## src/fcd_defs.svh

```systemverilog
// command codes, status bit positions, reset values for the flash command decoder
`ifndef FCD_DEFS_SVH
`define FCD_DEFS_SVH
// command codes taken from the low data byte
`define FCD_CMD_READ_ARRAY   8'hFF
`define FCD_CMD_READ_STATUS  8'h70
`define FCD_CMD_READ_ID      8'h90
`define FCD_CMD_READ_QUERY   8'h98
`define FCD_CMD_CLEAR_STATUS 8'h50
`define FCD_CMD_WORD_PROG    8'h40
`define FCD_CMD_WORD_PROG_ALT 8'h10
`define FCD_CMD_BUF_PROG     8'hE8
`define FCD_CMD_CONFIRM      8'hD0
`define FCD_CMD_FACT_SETUP   8'h80
`define FCD_CMD_SUSPEND      8'hB0
// status register layout
`define FCD_SR_READY         7
`define FCD_SR_ERASE_SUSP    6
`define FCD_SR_ERASE_ERR     5
`define FCD_SR_PROG_ERR      4
`define FCD_SR_VPP_ERR       3
`define FCD_SR_PROG_SUSP     2
`define FCD_SR_LOCK_ERR      1
`define FCD_SR_RESET         8'h80
`define FCD_SR_ERR_MASK      8'h3A
`define FCD_SR_SEQ_ERR       8'h30
// program buffer size in words
`define FCD_BUF_WORDS        32
`endif

```

## src/fcd_pkg.sv

```systemverilog
// types shared by the flash command decoder
package fcd_pkg;
	// read mode presented on the data bus
	typedef enum logic [1:0] {
		FCD_RD_ARRAY,
		FCD_RD_STATUS,
		FCD_RD_IDENT,
		FCD_RD_QUERY
	} fcd_read_mode_type;

	// operation handed to the write state machine
	typedef enum logic [1:0] {
		FCD_OP_NONE,
		FCD_OP_WORD,
		FCD_OP_BUFFER,
		FCD_OP_FACTORY
	} fcd_op_type;

	// one request to the write state machine
	typedef struct packed {
		fcd_op_type  op;
		logic [5:0]  count;
		logic [31:0] addr;
		logic [15:0] data;
	} fcd_wsm_req_type;
endpackage : fcd_pkg

```

## src/fcd_decoder.sv

```systemverilog
// command user interface decoder of a parallel flash device
`timescale 1ns/1ns
`include "fcd_defs.svh"
module fcd_decoder #(
	parameter int ADDR_W = 24
) (
	input  wire logic                 mclk,
	input  wire logic                 reset,
	input  wire logic                 chip_sel_n,
	input  wire logic                 write_en_n,
	input  wire logic                 out_en_n,
	input  wire logic                 address_valid_n,
	input  wire logic [ADDR_W-1:0]    addr,
	input  wire logic [15:0]          dq_in,
	output logic      [15:0]          dq_out,
	output logic                      dq_oe_n,
	output logic      [ADDR_W-1:0]    read_addr,
	input  wire logic [15:0]          array_data,
	input  wire logic [15:0]          ident_data,
	input  wire logic [7:0]           query_data,
	output fcd_pkg::fcd_read_mode_type read_mode,
	output fcd_pkg::fcd_wsm_req_type  wsm_req,
	output logic                      wsm_start,
	output logic                      buf_wr,
	output logic      [15:0]          buf_data,
	output logic      [4:0]           buf_index,
	output logic                      wsm_suspend,
	output logic                      wsm_resume,
	input  wire logic                 wsm_busy,
	input  wire logic                 wsm_suspended,
	input  wire logic [7:0]           wsm_err_set,
	output logic      [7:0]           status
);
	// ==========================================================
	// decoder states
	typedef enum logic [2:0] {
		ST_IDLE,
		ST_PROG_SETUP,
		ST_BUF_COUNT,
		ST_BUF_LOAD,
		ST_BUF_CONFIRM,
		ST_FACT_SETUP,
		ST_BUSY,
		ST_FACTORY
	} fcd_state_type;

	fcd_state_type                 state_reg;
	fcd_state_type                 state_next;
	fcd_pkg::fcd_read_mode_type    mode_reg;
	fcd_pkg::fcd_read_mode_type    mode_next;
	fcd_pkg::fcd_wsm_req_type      req_reg;
	fcd_pkg::fcd_wsm_req_type      req_next;
	logic [7:0]                    err_reg;
	logic [7:0]                    err_next;
	logic [5:0]                    left_reg;
	logic [5:0]                    left_next;
	logic [4:0]                    idx_reg;
	logic [4:0]                    idx_next;
	logic                          start_next;
	logic                          bufwr_next;
	logic                          susp_next;
	logic                          resume_next;
	logic                          seq_err;
	logic                          clear_err;

	// ==========================================================
	// pin synchronisers: two flops before any logic looks
	logic [2:0]                    wr_sync;
	logic [2:0]                    rd_sync;
	logic [2:0]                    av_sync;
	logic [ADDR_W-1:0]             addr_s1;
	logic [ADDR_W-1:0]             addr_s2;
	logic [15:0]                   data_s1;
	logic [15:0]                   data_s2;
	wire                           wr_level = ~write_en_n & ~chip_sel_n;
	wire                           rd_level = ~out_en_n & ~chip_sel_n;

	// third stage only feeds edge detection
	always_ff @(posedge mclk) begin
		if (reset) begin
			wr_sync <= 3'h0;
			rd_sync <= 3'h0;
			av_sync <= 3'h7;
		end else begin
			wr_sync <= {wr_sync[1:0], wr_level};
			rd_sync <= {rd_sync[1:0], rd_level};
			av_sync <= {av_sync[1:0], address_valid_n};
		end
	end

	// bus values travel alongside the strobes, same latency
	always_ff @(posedge mclk) begin
		addr_s1 <= addr;
		addr_s2 <= addr_s1;
		data_s1 <= dq_in;
		data_s2 <= data_s1;
	end

	// ==========================================================
	// write decode
	// the cycle ends on whichever of write or select rises first
	wire                           wr_done = wr_sync[2] & ~wr_sync[1];
	wire       [7:0]               cmd     = data_s2[7:0];
	wire                           is_prog = (cmd == `FCD_CMD_WORD_PROG) |
	                                         (cmd == `FCD_CMD_WORD_PROG_ALT);
	wire                           is_conf = (cmd == `FCD_CMD_CONFIRM);
	// a read begins on enable/select falling or address valid dropping
	wire                           rd_start = (rd_sync[1] & ~rd_sync[2]) |
	                                          (~av_sync[1] & av_sync[2]);

	// only the command byte matters; the address is never decoded
	function automatic fcd_pkg::fcd_read_mode_type read_cmd_mode(
		input logic [7:0]                 c,
		input fcd_pkg::fcd_read_mode_type cur
	);
		case (c)
			`FCD_CMD_READ_ARRAY:  read_cmd_mode = fcd_pkg::FCD_RD_ARRAY;
			`FCD_CMD_READ_STATUS: read_cmd_mode = fcd_pkg::FCD_RD_STATUS;
			`FCD_CMD_READ_ID:     read_cmd_mode = fcd_pkg::FCD_RD_IDENT;
			`FCD_CMD_READ_QUERY:  read_cmd_mode = fcd_pkg::FCD_RD_QUERY;
			default:              read_cmd_mode = cur;
		endcase
	endfunction : read_cmd_mode

	// ==========================================================
	// command state machine
	always_comb begin
		state_next  = state_reg;
		mode_next   = mode_reg;
		req_next    = req_reg;
		left_next   = left_reg;
		idx_next    = idx_reg;
		start_next  = 1'b0;
		bufwr_next  = 1'b0;
		susp_next   = 1'b0;
		resume_next = 1'b0;
		seq_err     = 1'b0;
		clear_err   = 1'b0;
		case (state_reg)
			ST_IDLE: begin
				if (wr_done) begin
					mode_next = read_cmd_mode(cmd, mode_reg);
					if (cmd == `FCD_CMD_CLEAR_STATUS) begin
						clear_err = 1'b1;
					end else if (is_prog) begin
						state_next = ST_PROG_SETUP;
						mode_next  = fcd_pkg::FCD_RD_STATUS;
					end else if (cmd == `FCD_CMD_BUF_PROG) begin
						state_next = ST_BUF_COUNT;
						mode_next  = fcd_pkg::FCD_RD_STATUS;
					end else if (cmd == `FCD_CMD_FACT_SETUP) begin
						state_next = ST_FACT_SETUP;
						mode_next  = fcd_pkg::FCD_RD_STATUS;
					end else if (wsm_suspended && is_conf) begin
						resume_next = 1'b1;
						state_next  = ST_BUSY;
						mode_next   = fcd_pkg::FCD_RD_STATUS;
					end
				end
			end
			ST_PROG_SETUP: begin
				// second cycle latches location and data
				if (wr_done) begin
					req_next.op    = fcd_pkg::FCD_OP_WORD;
					req_next.count = 6'h01;
					req_next.addr  = 32'(addr_s2);
					req_next.data  = data_s2;
					start_next     = 1'b1;
					state_next     = ST_BUSY;
				end
			end
			ST_BUF_COUNT: begin
				// first data word gives words minus one; only its low five bits are used, so at most buffer size
				if (wr_done) begin
					left_next      = 6'(data_s2[4:0]) + 6'h01;
					req_next.count = 6'(data_s2[4:0]) + 6'h01;
					req_next.addr  = 32'(addr_s2);
					idx_next       = 5'h00;
					state_next     = ST_BUF_LOAD;
				end
			end
			ST_BUF_LOAD: begin
				// each write streams one word into the program buffer
				if (wr_done) begin
					bufwr_next = 1'b1;
					left_next  = left_reg - 6'h01;
					if (left_reg == 6'h01) begin
						state_next = ST_BUF_CONFIRM;
					end
				end
			end
			ST_BUF_CONFIRM: begin
				if (wr_done) begin
					if (is_conf) begin
						req_next.op = fcd_pkg::FCD_OP_BUFFER;
						start_next  = 1'b1;
						state_next  = ST_BUSY;
					end else begin
						seq_err    = 1'b1;
						state_next = ST_IDLE;
					end
				end
			end
			ST_FACT_SETUP: begin
				if (wr_done) begin
					if (is_conf) begin
						req_next.op    = fcd_pkg::FCD_OP_FACTORY;
						req_next.count = 6'(`FCD_BUF_WORDS);
						req_next.addr  = 32'(addr_s2);
						req_next.data  = data_s2;
						start_next     = 1'b1;
						state_next     = ST_FACTORY;
					end else begin
						seq_err    = 1'b1;
						state_next = ST_IDLE;
					end
				end
			end
			ST_BUSY: begin
				// only status read and suspend are heard while programming
				if (wr_done && cmd == `FCD_CMD_READ_STATUS) begin
					mode_next = fcd_pkg::FCD_RD_STATUS;
				end else if (wr_done && cmd == `FCD_CMD_SUSPEND) begin
					susp_next = 1'b1;
				end
				// the engine answers a start or resume pulse one cycle late; its stale levels are ignored then
				if (!wsm_start && !wsm_resume && (!wsm_busy || wsm_suspended)) begin
					state_next = ST_IDLE;
				end
			end
			ST_FACTORY: begin
				// writes carry factory data only; no code is decoded here
				if (wr_done) begin
					bufwr_next = 1'b1;
				end
				if (!wsm_busy && !start_next && !wsm_start) begin
					state_next = ST_IDLE;
				end
			end
			default: begin
				state_next = ST_IDLE;
			end
		endcase
	end

	// ==========================================================
	// state and request registers
	always_ff @(posedge mclk) begin
		if (reset) begin
			state_reg <= ST_IDLE;
			mode_reg  <= fcd_pkg::FCD_RD_ARRAY;
			req_reg   <= '0;
			left_reg  <= 6'h00;
			idx_reg   <= 5'h00;
		end else begin
			state_reg <= state_next;
			mode_reg  <= mode_next;
			req_reg   <= req_next;
			left_reg  <= left_next;
			idx_reg   <= bufwr_next ? idx_reg + 5'h01 : idx_next;
		end
	end

	// pulses and buffer stream toward the write state machine
	always_ff @(posedge mclk) begin
		if (reset) begin
			wsm_start   <= 1'b0;
			buf_wr      <= 1'b0;
			buf_data    <= 16'h0000;
			buf_index   <= 5'h00;
			wsm_suspend <= 1'b0;
			wsm_resume  <= 1'b0;
		end else begin
			wsm_start   <= start_next;
			buf_wr      <= bufwr_next;
			buf_data    <= bufwr_next ? data_s2 : buf_data;
			buf_index   <= bufwr_next ? idx_reg : buf_index;
			wsm_suspend <= susp_next;
			wsm_resume  <= resume_next;
		end
	end

	// ==========================================================
	// status register: engine may only set error bits
	// set wins over clear so an error in the clearing cycle is kept
	wire [7:0] err_set = (wsm_err_set | (seq_err ? `FCD_SR_SEQ_ERR : 8'h00)) & `FCD_SR_ERR_MASK;
	assign err_next = (clear_err ? 8'h00 : err_reg) | err_set;

	always_ff @(posedge mclk) begin
		if (reset) begin
			err_reg <= 8'h00;
		end else begin
			err_reg <= err_next;
		end
	end

	// ready follows the engine; suspend bit shows with ready
	wire [7:0] status_live = err_reg |
	                         ({7'h00, ~wsm_busy | wsm_suspended} << `FCD_SR_READY) |
	                         ({7'h00, wsm_suspended} << `FCD_SR_PROG_SUSP);

	always_ff @(posedge mclk) begin
		if (reset) begin
			status <= `FCD_SR_RESET;
		end else begin
			status <= status_live;
		end
	end

	// ==========================================================
	// read path: status is frozen for the length of one read
	logic [7:0] status_snap;
	// the first beat of a read already shows the value being frozen, never the stale one
	wire  [7:0]  status_view = rd_start ? status : status_snap;
	wire  [15:0] rd_mux = (mode_reg == fcd_pkg::FCD_RD_ARRAY)  ? array_data :
	                      (mode_reg == fcd_pkg::FCD_RD_STATUS) ? {8'h00, status_view} :
	                      (mode_reg == fcd_pkg::FCD_RD_IDENT)  ? ident_data :
	                      {8'h00, query_data};

	always_ff @(posedge mclk) begin
		if (reset) begin
			status_snap <= `FCD_SR_RESET;
			dq_out      <= 16'h0000;
			dq_oe_n     <= 1'b1;
			read_addr   <= '0;
		end else begin
			status_snap <= rd_start ? status : status_snap;
			dq_out      <= rd_mux;
			dq_oe_n     <= ~(rd_sync[1] & ~wr_sync[1]);
			read_addr   <= addr_s2;
		end
	end

	assign read_mode = mode_reg;
	assign wsm_req   = req_reg;
endmodule : fcd_decoder

```

## config.mk

```make
export PLATFORM = sky130hd
export DESIGN_NAME = fcd_decoder
export DESIGN_NICKNAME = d
export VERILOG_FILES = /design/src/fcd_pkg.sv /design/src/fcd_decoder.sv
export VERILOG_INCLUDE_DIRS = /design/src
export SDC_FILE = /design/constraint.sdc
export NUM_CORES = 1
export LEC_CHECK = 0
export ABC_AREA = 1
export BUFFER_PORTS_ARGS = -buffer_cell sky130_fd_sc_hd__buf_2
export CELL_PAD_IN_SITES_DETAIL_PLACEMENT = 1
export CELL_PAD_IN_SITES_GLOBAL_PLACEMENT = 1
export CORE_UTILIZATION = 42
export CTS_BUF_LIST = sky130_fd_sc_hd__clkbuf_4 sky130_fd_sc_hd__clkbuf_8
export CTS_CLUSTER_DIAMETER = 80
export DETAILED_ROUTE_END_ITERATION = 8
export PLACE_DENSITY = 0.88
export SLEW_MARGIN = 20
export SYNTH_ARGS = -nofsm -noshare
export SYNTH_HDL_FRONTEND = slang
export SYNTH_SLANG_ARGS = --single-unit
```

## constraint.sdc

```tcl
create_clock -name mclk -period 2.8 [get_ports mclk]
set_input_delay 0.42 -clock mclk [delete_from_list [all_inputs] [get_ports mclk]]
set_output_delay 0.42 -clock mclk [all_outputs]
set_load 0.03 [all_outputs]
```

==> impl_metrics.json, run 1 <==
{
  "final_util": 0.5670,
  "cts_max_path_buffers": 3,
  "irDropWorstVdd_v": 0.0005421,
  "cts_tree": "built",
  "synth_cells": 865,
  "worstSetupEndpointType": "flip-flop",
  "start_util": 0.4275,
  "period_minus_slack_ns": 2.493,
  "fin_setup_tns_ns": 0,
  "path_clk_slew_ns": 0.08,
  "grtUsageTotal": 0.2796,
  "tightest_slew_ns": 0.6374,
  "largest_register_ff_count": 48,
  "synthToLayoutAreaGrowth_pct": 32.65,
  "antenna_left": 0,
  "hp-class": "primary input to flip-flop",
  "ys_types": 33,
  "wirelength_mm": 26.44,
  "drt-initial-drc-count": 267,
  "crit_path_start_kind": "flip-flop",
  "io_buffers": 213,
  "ys_seq_area_frac": 0.6179,
  "max_slew_margin": 0.5746,
  "clock_latency_ns": 0.55,
  "syn_area_mm2": 0.007679,
  "dieHeight_um": 137.2,
  "cts-root-buf": "clkbuf_8",
  "firstDrtPassIters": 4,
  "grt_pass1_wl_mm": 39.41,
  "wire_per_inst_um": 18.99,
  "drc": 0,
  "fmax_ghz": 0.4012,
  "cellPowerDensity_mw_per_mm2": 717.6,
  "cp_common_cell": "nand2_1",
  "via_count": 7036,
  "finalCritPeriodShare": 0.8902,
  "skew_ns": 0.04666,
  "critPathMaxFanout": 31,
  "cellLeakagePower_nw": 5.010,
  "critPathMaxStageDelay_ns": 0.50,
  "gp_congestion": 0.8445,
  "grt_antenna_before_repair": 1,
  "dieArea_mm2": 0.01883,
  "status": "complete, no violations",
  "ys_ff_latch": 237,
  "cts.sinks": 237,
  "maxSlewViolCount": 0,
  "grt_start_max_net_pins": 39,
  "cp_slowest_cell": "nand3_2",
  "maxCapViolCount": 0,
  "detail_route.vias_per_cell": 5.055,
  "htree_num_levels": 2,
  "grt_pass1_vias": 7383,
  "crit_family": "simple AND/OR/NAND/NOR gates",
  "critPathKind": "flip-flop to flip-flop",
  "yosysWarnings": 0,
  "die_x_um": 137.2,
  "io_pins": 228,
  "dp_hpwl_mm": 14.95,
  "path_cells": "inv_1, ha_1, nand2_2, nor2_4, nand2_1, nand2_1, nand3_2, o21ai_0, a21oi_1",
  "core_mm2": 0.01796,
  "nNetsFinal": 1234,
  "critical_path_buf_inv_count": 1,
  "overflow": 0,
  "hold_violations": 0,
  "hold_slack_ns": 0.08020,
  "synth_top_area_cell": "dfxtp_1",
  "syn-mean-instance-area_um2": 8.877,
  "rows": 49,
  "ys_top_cells_by_area": "dfxtp_1 (62%), o21ai_0 (6.1%), a21oi_1 (5.6%), nor2_1 (5.3%), inv_1 (4.9%)",
  "cts_buffers": 40,
  "yosysTopAreaCellShare": 0.6179,
  "cts_resized": 0,
  "rsz0062_at_grt": "false",
  "required_ns": 3.20,
  "drive_gt1_frac": 0.2659,
  "setup_viol": 0,
  "arrival_ns": 2.89
}
power breakdown:
group / internal [W] / switching [W] / total (W)
Clock: 0.00192 / 0.00143 / 0.00335
Combinational: 0.000158 / 0.000267 / 0.000426
Sequential: 0.00349 / 0.0000477 / 0.00353
routing by layer:
layer | global-route usage | routed length [um]
met1 | 0.2974 | 9937
met2 | 0.5095 | 13610
met3 | 0.06475 | 1830
met4 | 0.1508 | 1065
met5 | 0 | 0
final cells by class:
type	count	area (um^2)
tap	229	286.5
multi-input combinational	484	2320
clock buffer	67	809.5
inverter	107	401.6
antenna	1	2.502
clock inverter	4	55.05
sequential	237	4745
fill	2167	7777
timing repair buffer	263	1567
cell usage in the layout (no fill, tap or decap), types with 8 or more instances in the layout:
cell / instances
dfxtp_1: 237
buf_2: 213
nor2_1: 107
inv_1: 100
nand2_1: 94
o21ai_0: 94
a21oi_1: 86
clkbuf_8: 49
dlygate4sd3_1: 40
nand3_1: 33
clkbuf_4: 18
o211ai_1: 10
conb_1: 10
buf_4: 8
repair_timing:
| item | CTS | global route |
|---|---|---|
| buffers inserted | 0 | 0 |
| hold endpoints to repair | 40 | 0 |
| hold buffers | 40 | 0 |
cell families (layout without fill, tap and decap cells):
kind of cell / after synthesis / count (layout) / synth area share
fa+ha+maj: 5 / 5 / 0.008147
xor+xnor: 5 / 5 / 0.005703
other cells: 1 / 11 / 0.0004884
buf+inv: 153 / 441 / 0.08473
simple gates: 261 / 261 / 0.1429
mux: 1 / 1 / 0.001304
flops: 237 / 237 / 0.6179
compound gates: 202 / 202 / 0.1388
final timing paths:
check	startpoint	endpoint	slack [ns]	cells past startpoint
max	data_s2[0]	wsm_req[15]	0.31	9
max reg2reg	data_s2[0]	wsm_req[15]	0.31	9
min	write_en_n	wr_sync[0]	0.08	2
min reg2reg	addr_s1[6]	addr_s2[6]	0.33	0
worst register-to-register path, stage by stage (launching register included):
cell and delay [ns]:
dfxtp_1 0.38, inv_1 0.13, ha_1 0.19, nand2_2 0.08, nor2_4 0.19, nand2_1 0.13
nand2_1 0.13, nand3_2 0.50, o21ai_0 0.49, a21oi_1 0.12
through the flow:
| stage | instance area (um^2) | total power, W | worst slack, ns | std cells |
|---|---|---|---|---|
| after floorplan | 7712 | 0.003815 | 1.140 | 874 |
| after global placement | 8919 | 0.003947 | 0.6513 | 1280 |
| after detailed placement | 8919 | 0.003964 | 0.4943 | 1280 |
| after CTS | 10180 | 0.007283 | 0.3749 | 1391 |
| after global routing | 10190 | 0.007564 | 0.1173 | 1392 |
| final | 10190 | 0.007310 | 0.3075 | 1392 |
cells in the mapped netlist:
cell type / n
dfxtp_1: 237
nor2_1: 108
inv_1: 101
nand2_1: 94
o21ai_0: 94
a21oi_1: 86
nand3_1: 33
clkbuf_1: 25
buf_4: 13
o211ai_1: 10
nand4_1: 7
nor3_1: 7
a31oi_1: 6
ha_1: 5
buf_2: 4
inv_2: 4
xor2_1: 4
buf_6: 3
or2_2: 3
a22o_1: 2
clkinv_1: 2
nand2_2: 2
nand3_2: 2
nand3b_1: 2
nor2_4: 2
o211a_1: 2
a211oi_1: 1
buf_1: 1
conb_1: 1
mux2i_1: 1
nor4_1: 1
o31ai_1: 1
xnor2_1: 1
No activity file was read; power rests on OpenSTA's default activity.
==> run 2, diff against run 1 <==
Clock period 2.8 ns to 3.05 ns, I/O delays scaled along.
==> run 2 against run 1 <==
Total power decreased by 10%. Fmax is 3.0% higher. Sequential share of layout area increased by 1.6 points. Via count down 5.8%. Wire length fell by 16%. Design area fell by 3.3%. Global-route usage decreased by 4.4 points. Critical endpoint is now wsm_req[13].
==> impl_metrics.json, run 2 (synthesis results as in run 1) <==
{
  "status": "complete, no violations",
  "detail_route.vias_per_cell": 4.887,
  "dieArea_mm2": 0.01883,
  "critPathMaxStageDelay_ns": 0.51,
  "rsz0062_at_grt": "false",
  "grt_pass1_vias": 6813,
  "cts_buffers": 39,
  "arrival_ns": 2.81,
  "tightest_slew_ns": 0.8280,
  "skew_ns": 0.02460,
  "worstSetupEndpointType": "flip-flop",
  "critPathKind": "flip-flop to flip-flop",
  "cts.sinks": 237,
  "grt_antenna_before_repair": 0,
  "cts_max_path_buffers": 3,
  "grt_start_max_net_pins": 76,
  "cts_resized": 0,
  "clock_latency_ns": 0.53,
  "maxSlewViolCount": 0,
  "grt_pass1_wl_mm": 34.35,
  "grtUsageTotal": 0.2358,
  "drt-initial-drc-count": 268,
  "required_ns": 3.44,
  "setup_viol": 0,
  "ctsHoldBuffers": 12,
  "maxCapViolCount": 0,
  "firstDrtPassIters": 4,
  "dp_hpwl_mm": 14.67,
  "cts_tree": "built",
  "antenna_left": 0,
  "die_x_um": 137.2,
  "drive_gt1_frac": 0.2686,
  "rows": 49,
  "fillers": 2174,
  "cellPowerDensity_mw_per_mm2": 666.3,
  "start_util": 0.4275,
  "nNetsFinal": 1203,
  "cp_slowest_cell": "nand3_2",
  "hp-class": "primary input to flip-flop",
  "final_cell_mix": "dfxtp_1 (237), buf_2 (213), nor2_1 (107)",
  "finalCritPeriodShare": 0.7937,
  "io_pins": 228,
  "fmax_ghz": 0.4131,
  "io_buffers": 213,
  "period_minus_slack_ns": 2.421,
  "critPathMaxFanout": 32,
  "wire_per_inst_um": 16.33,
  "place_ws_ns": 0.7302,
  "antenna_cells": 0,
  "max_slew_margin": 0.4480,
  "gp_congestion": 0.8473,
  "cp_common_cell": "nand2_1",
  "dieHeight_um": 137.2,
  "largest_register_ff_count": 48,
  "post_cts_buffers": 0,
  "path_clk_slew_ns": 0.06,
  "fin_setup_tns_ns": 0,
  "core_mm2": 0.01796,
  "via_count": 6631,
  "overflow": 0,
  "layout_commonest_cell": "dfxtp_1",
  "path_cells": "inv_1, ha_1, nand2_2, nor2_4, nand2_1, nand2_1, nand3_2, o21ai_0, a21oi_1",
  "crit_path_start_kind": "flip-flop",
  "synthToLayoutAreaGrowth_pct": 28.30,
  "htree_num_levels": 2,
  "hold_violations": 0,
  "cts-root-buf": "clkbuf_8",
  "cellLeakagePower_nw": 4.856,
  "setup_ws_ns": 0.6292,
  "irDropWorstVdd_v": 0.0004347,
  "drc": 0,
  "wirelength_mm": 22.17
}
-- run 2: changes by cell type in the layout (fill, tap and decap cells not counted), moves of 2 or more --
| cell | change |
|---|---|
| clkbuf_4 | -4 |
| clkbuf_8 | -2 |
| clkinvlp_4 | +2 |
| dlygate4sd3_1 | -28 |
-- run 2: worst max-delay path, delay by kind of cell (launching register included) --
family                   cells  cell delay (ns)
buffers and inverters        1             0.13
AO/OA/AOI/OAI                2             0.54
AND/OR/NAND/NOR              5             1.04
adder cells (fa/ha/maj)      1             0.20
flip-flops                   1             0.36
-- run 2: stage by stage --
step | instance area [um^2] | instances | util | power, W | hold slack (ns)
finish | 9852 | 1357 | 0.5484 | 0.006565 | 0.03225
global route | 9852 | 1357 | 0.5484 | 0.006806 | 0.002051
CTS | 9852 | 1357 | 0.5484 | 0.006628 | 0.0004906
detailed placement | 8891 | 1278 | 0.4950 | 0.003638 | 0.3135
global placement | 8891 | 1278 | 0.4950 | 0.003622 | 0.3102
floorplan | 7712 | 874 | - | 0.003502 | 0.3096
-- run 2: final timing paths --
| kind | to | slack, ns | depth (start not counted) | from |
|---|---|---|---|---|
| setup / recovery | wsm_req[13] | 0.63 | 9 | data_s2[0] |
| hold / removal | data_s1[0] | 0.03 | 1 | dq_in[0] |
| setup reg to reg | wsm_req[13] | 0.63 | 9 | data_s2[0] |
| hold reg to reg | addr_s2[23] | 0.32 | 0 | addr_s1[23] |
-- run 2: final cells by class --
class / instances / area, um^2 / area share
timing repair buffer: 233 / 1259 / 0.1278
multi-input combinational: 484 / 2320 / 0.2355
clock buffer: 61 / 752.0 / 0.07633
tap: 229 / 286.5 / 0.02908
clock inverter: 6 / 88.84 / 0.009017
sequential: 237 / 4745 / 0.4816
inverter: 107 / 401.6 / 0.04077
-- run 2: per-layer routing --
metal,global-route usage,up-vias,routed length (um)
li1,-,3234,-
met1,0.2667,3129,8955
met2,0.4167,229,10840
met3,0.07138,39,1808
met4,0.08669,0,556
met5,0,-,0
-- run 2: where the power goes --
group	total [W]	internal (W)	switching [W]
sequential	0.00324	0.00320	0.0000388
combinational	0.000346	0.000119	0.000227
clock	0.00298	0.00174	0.00124
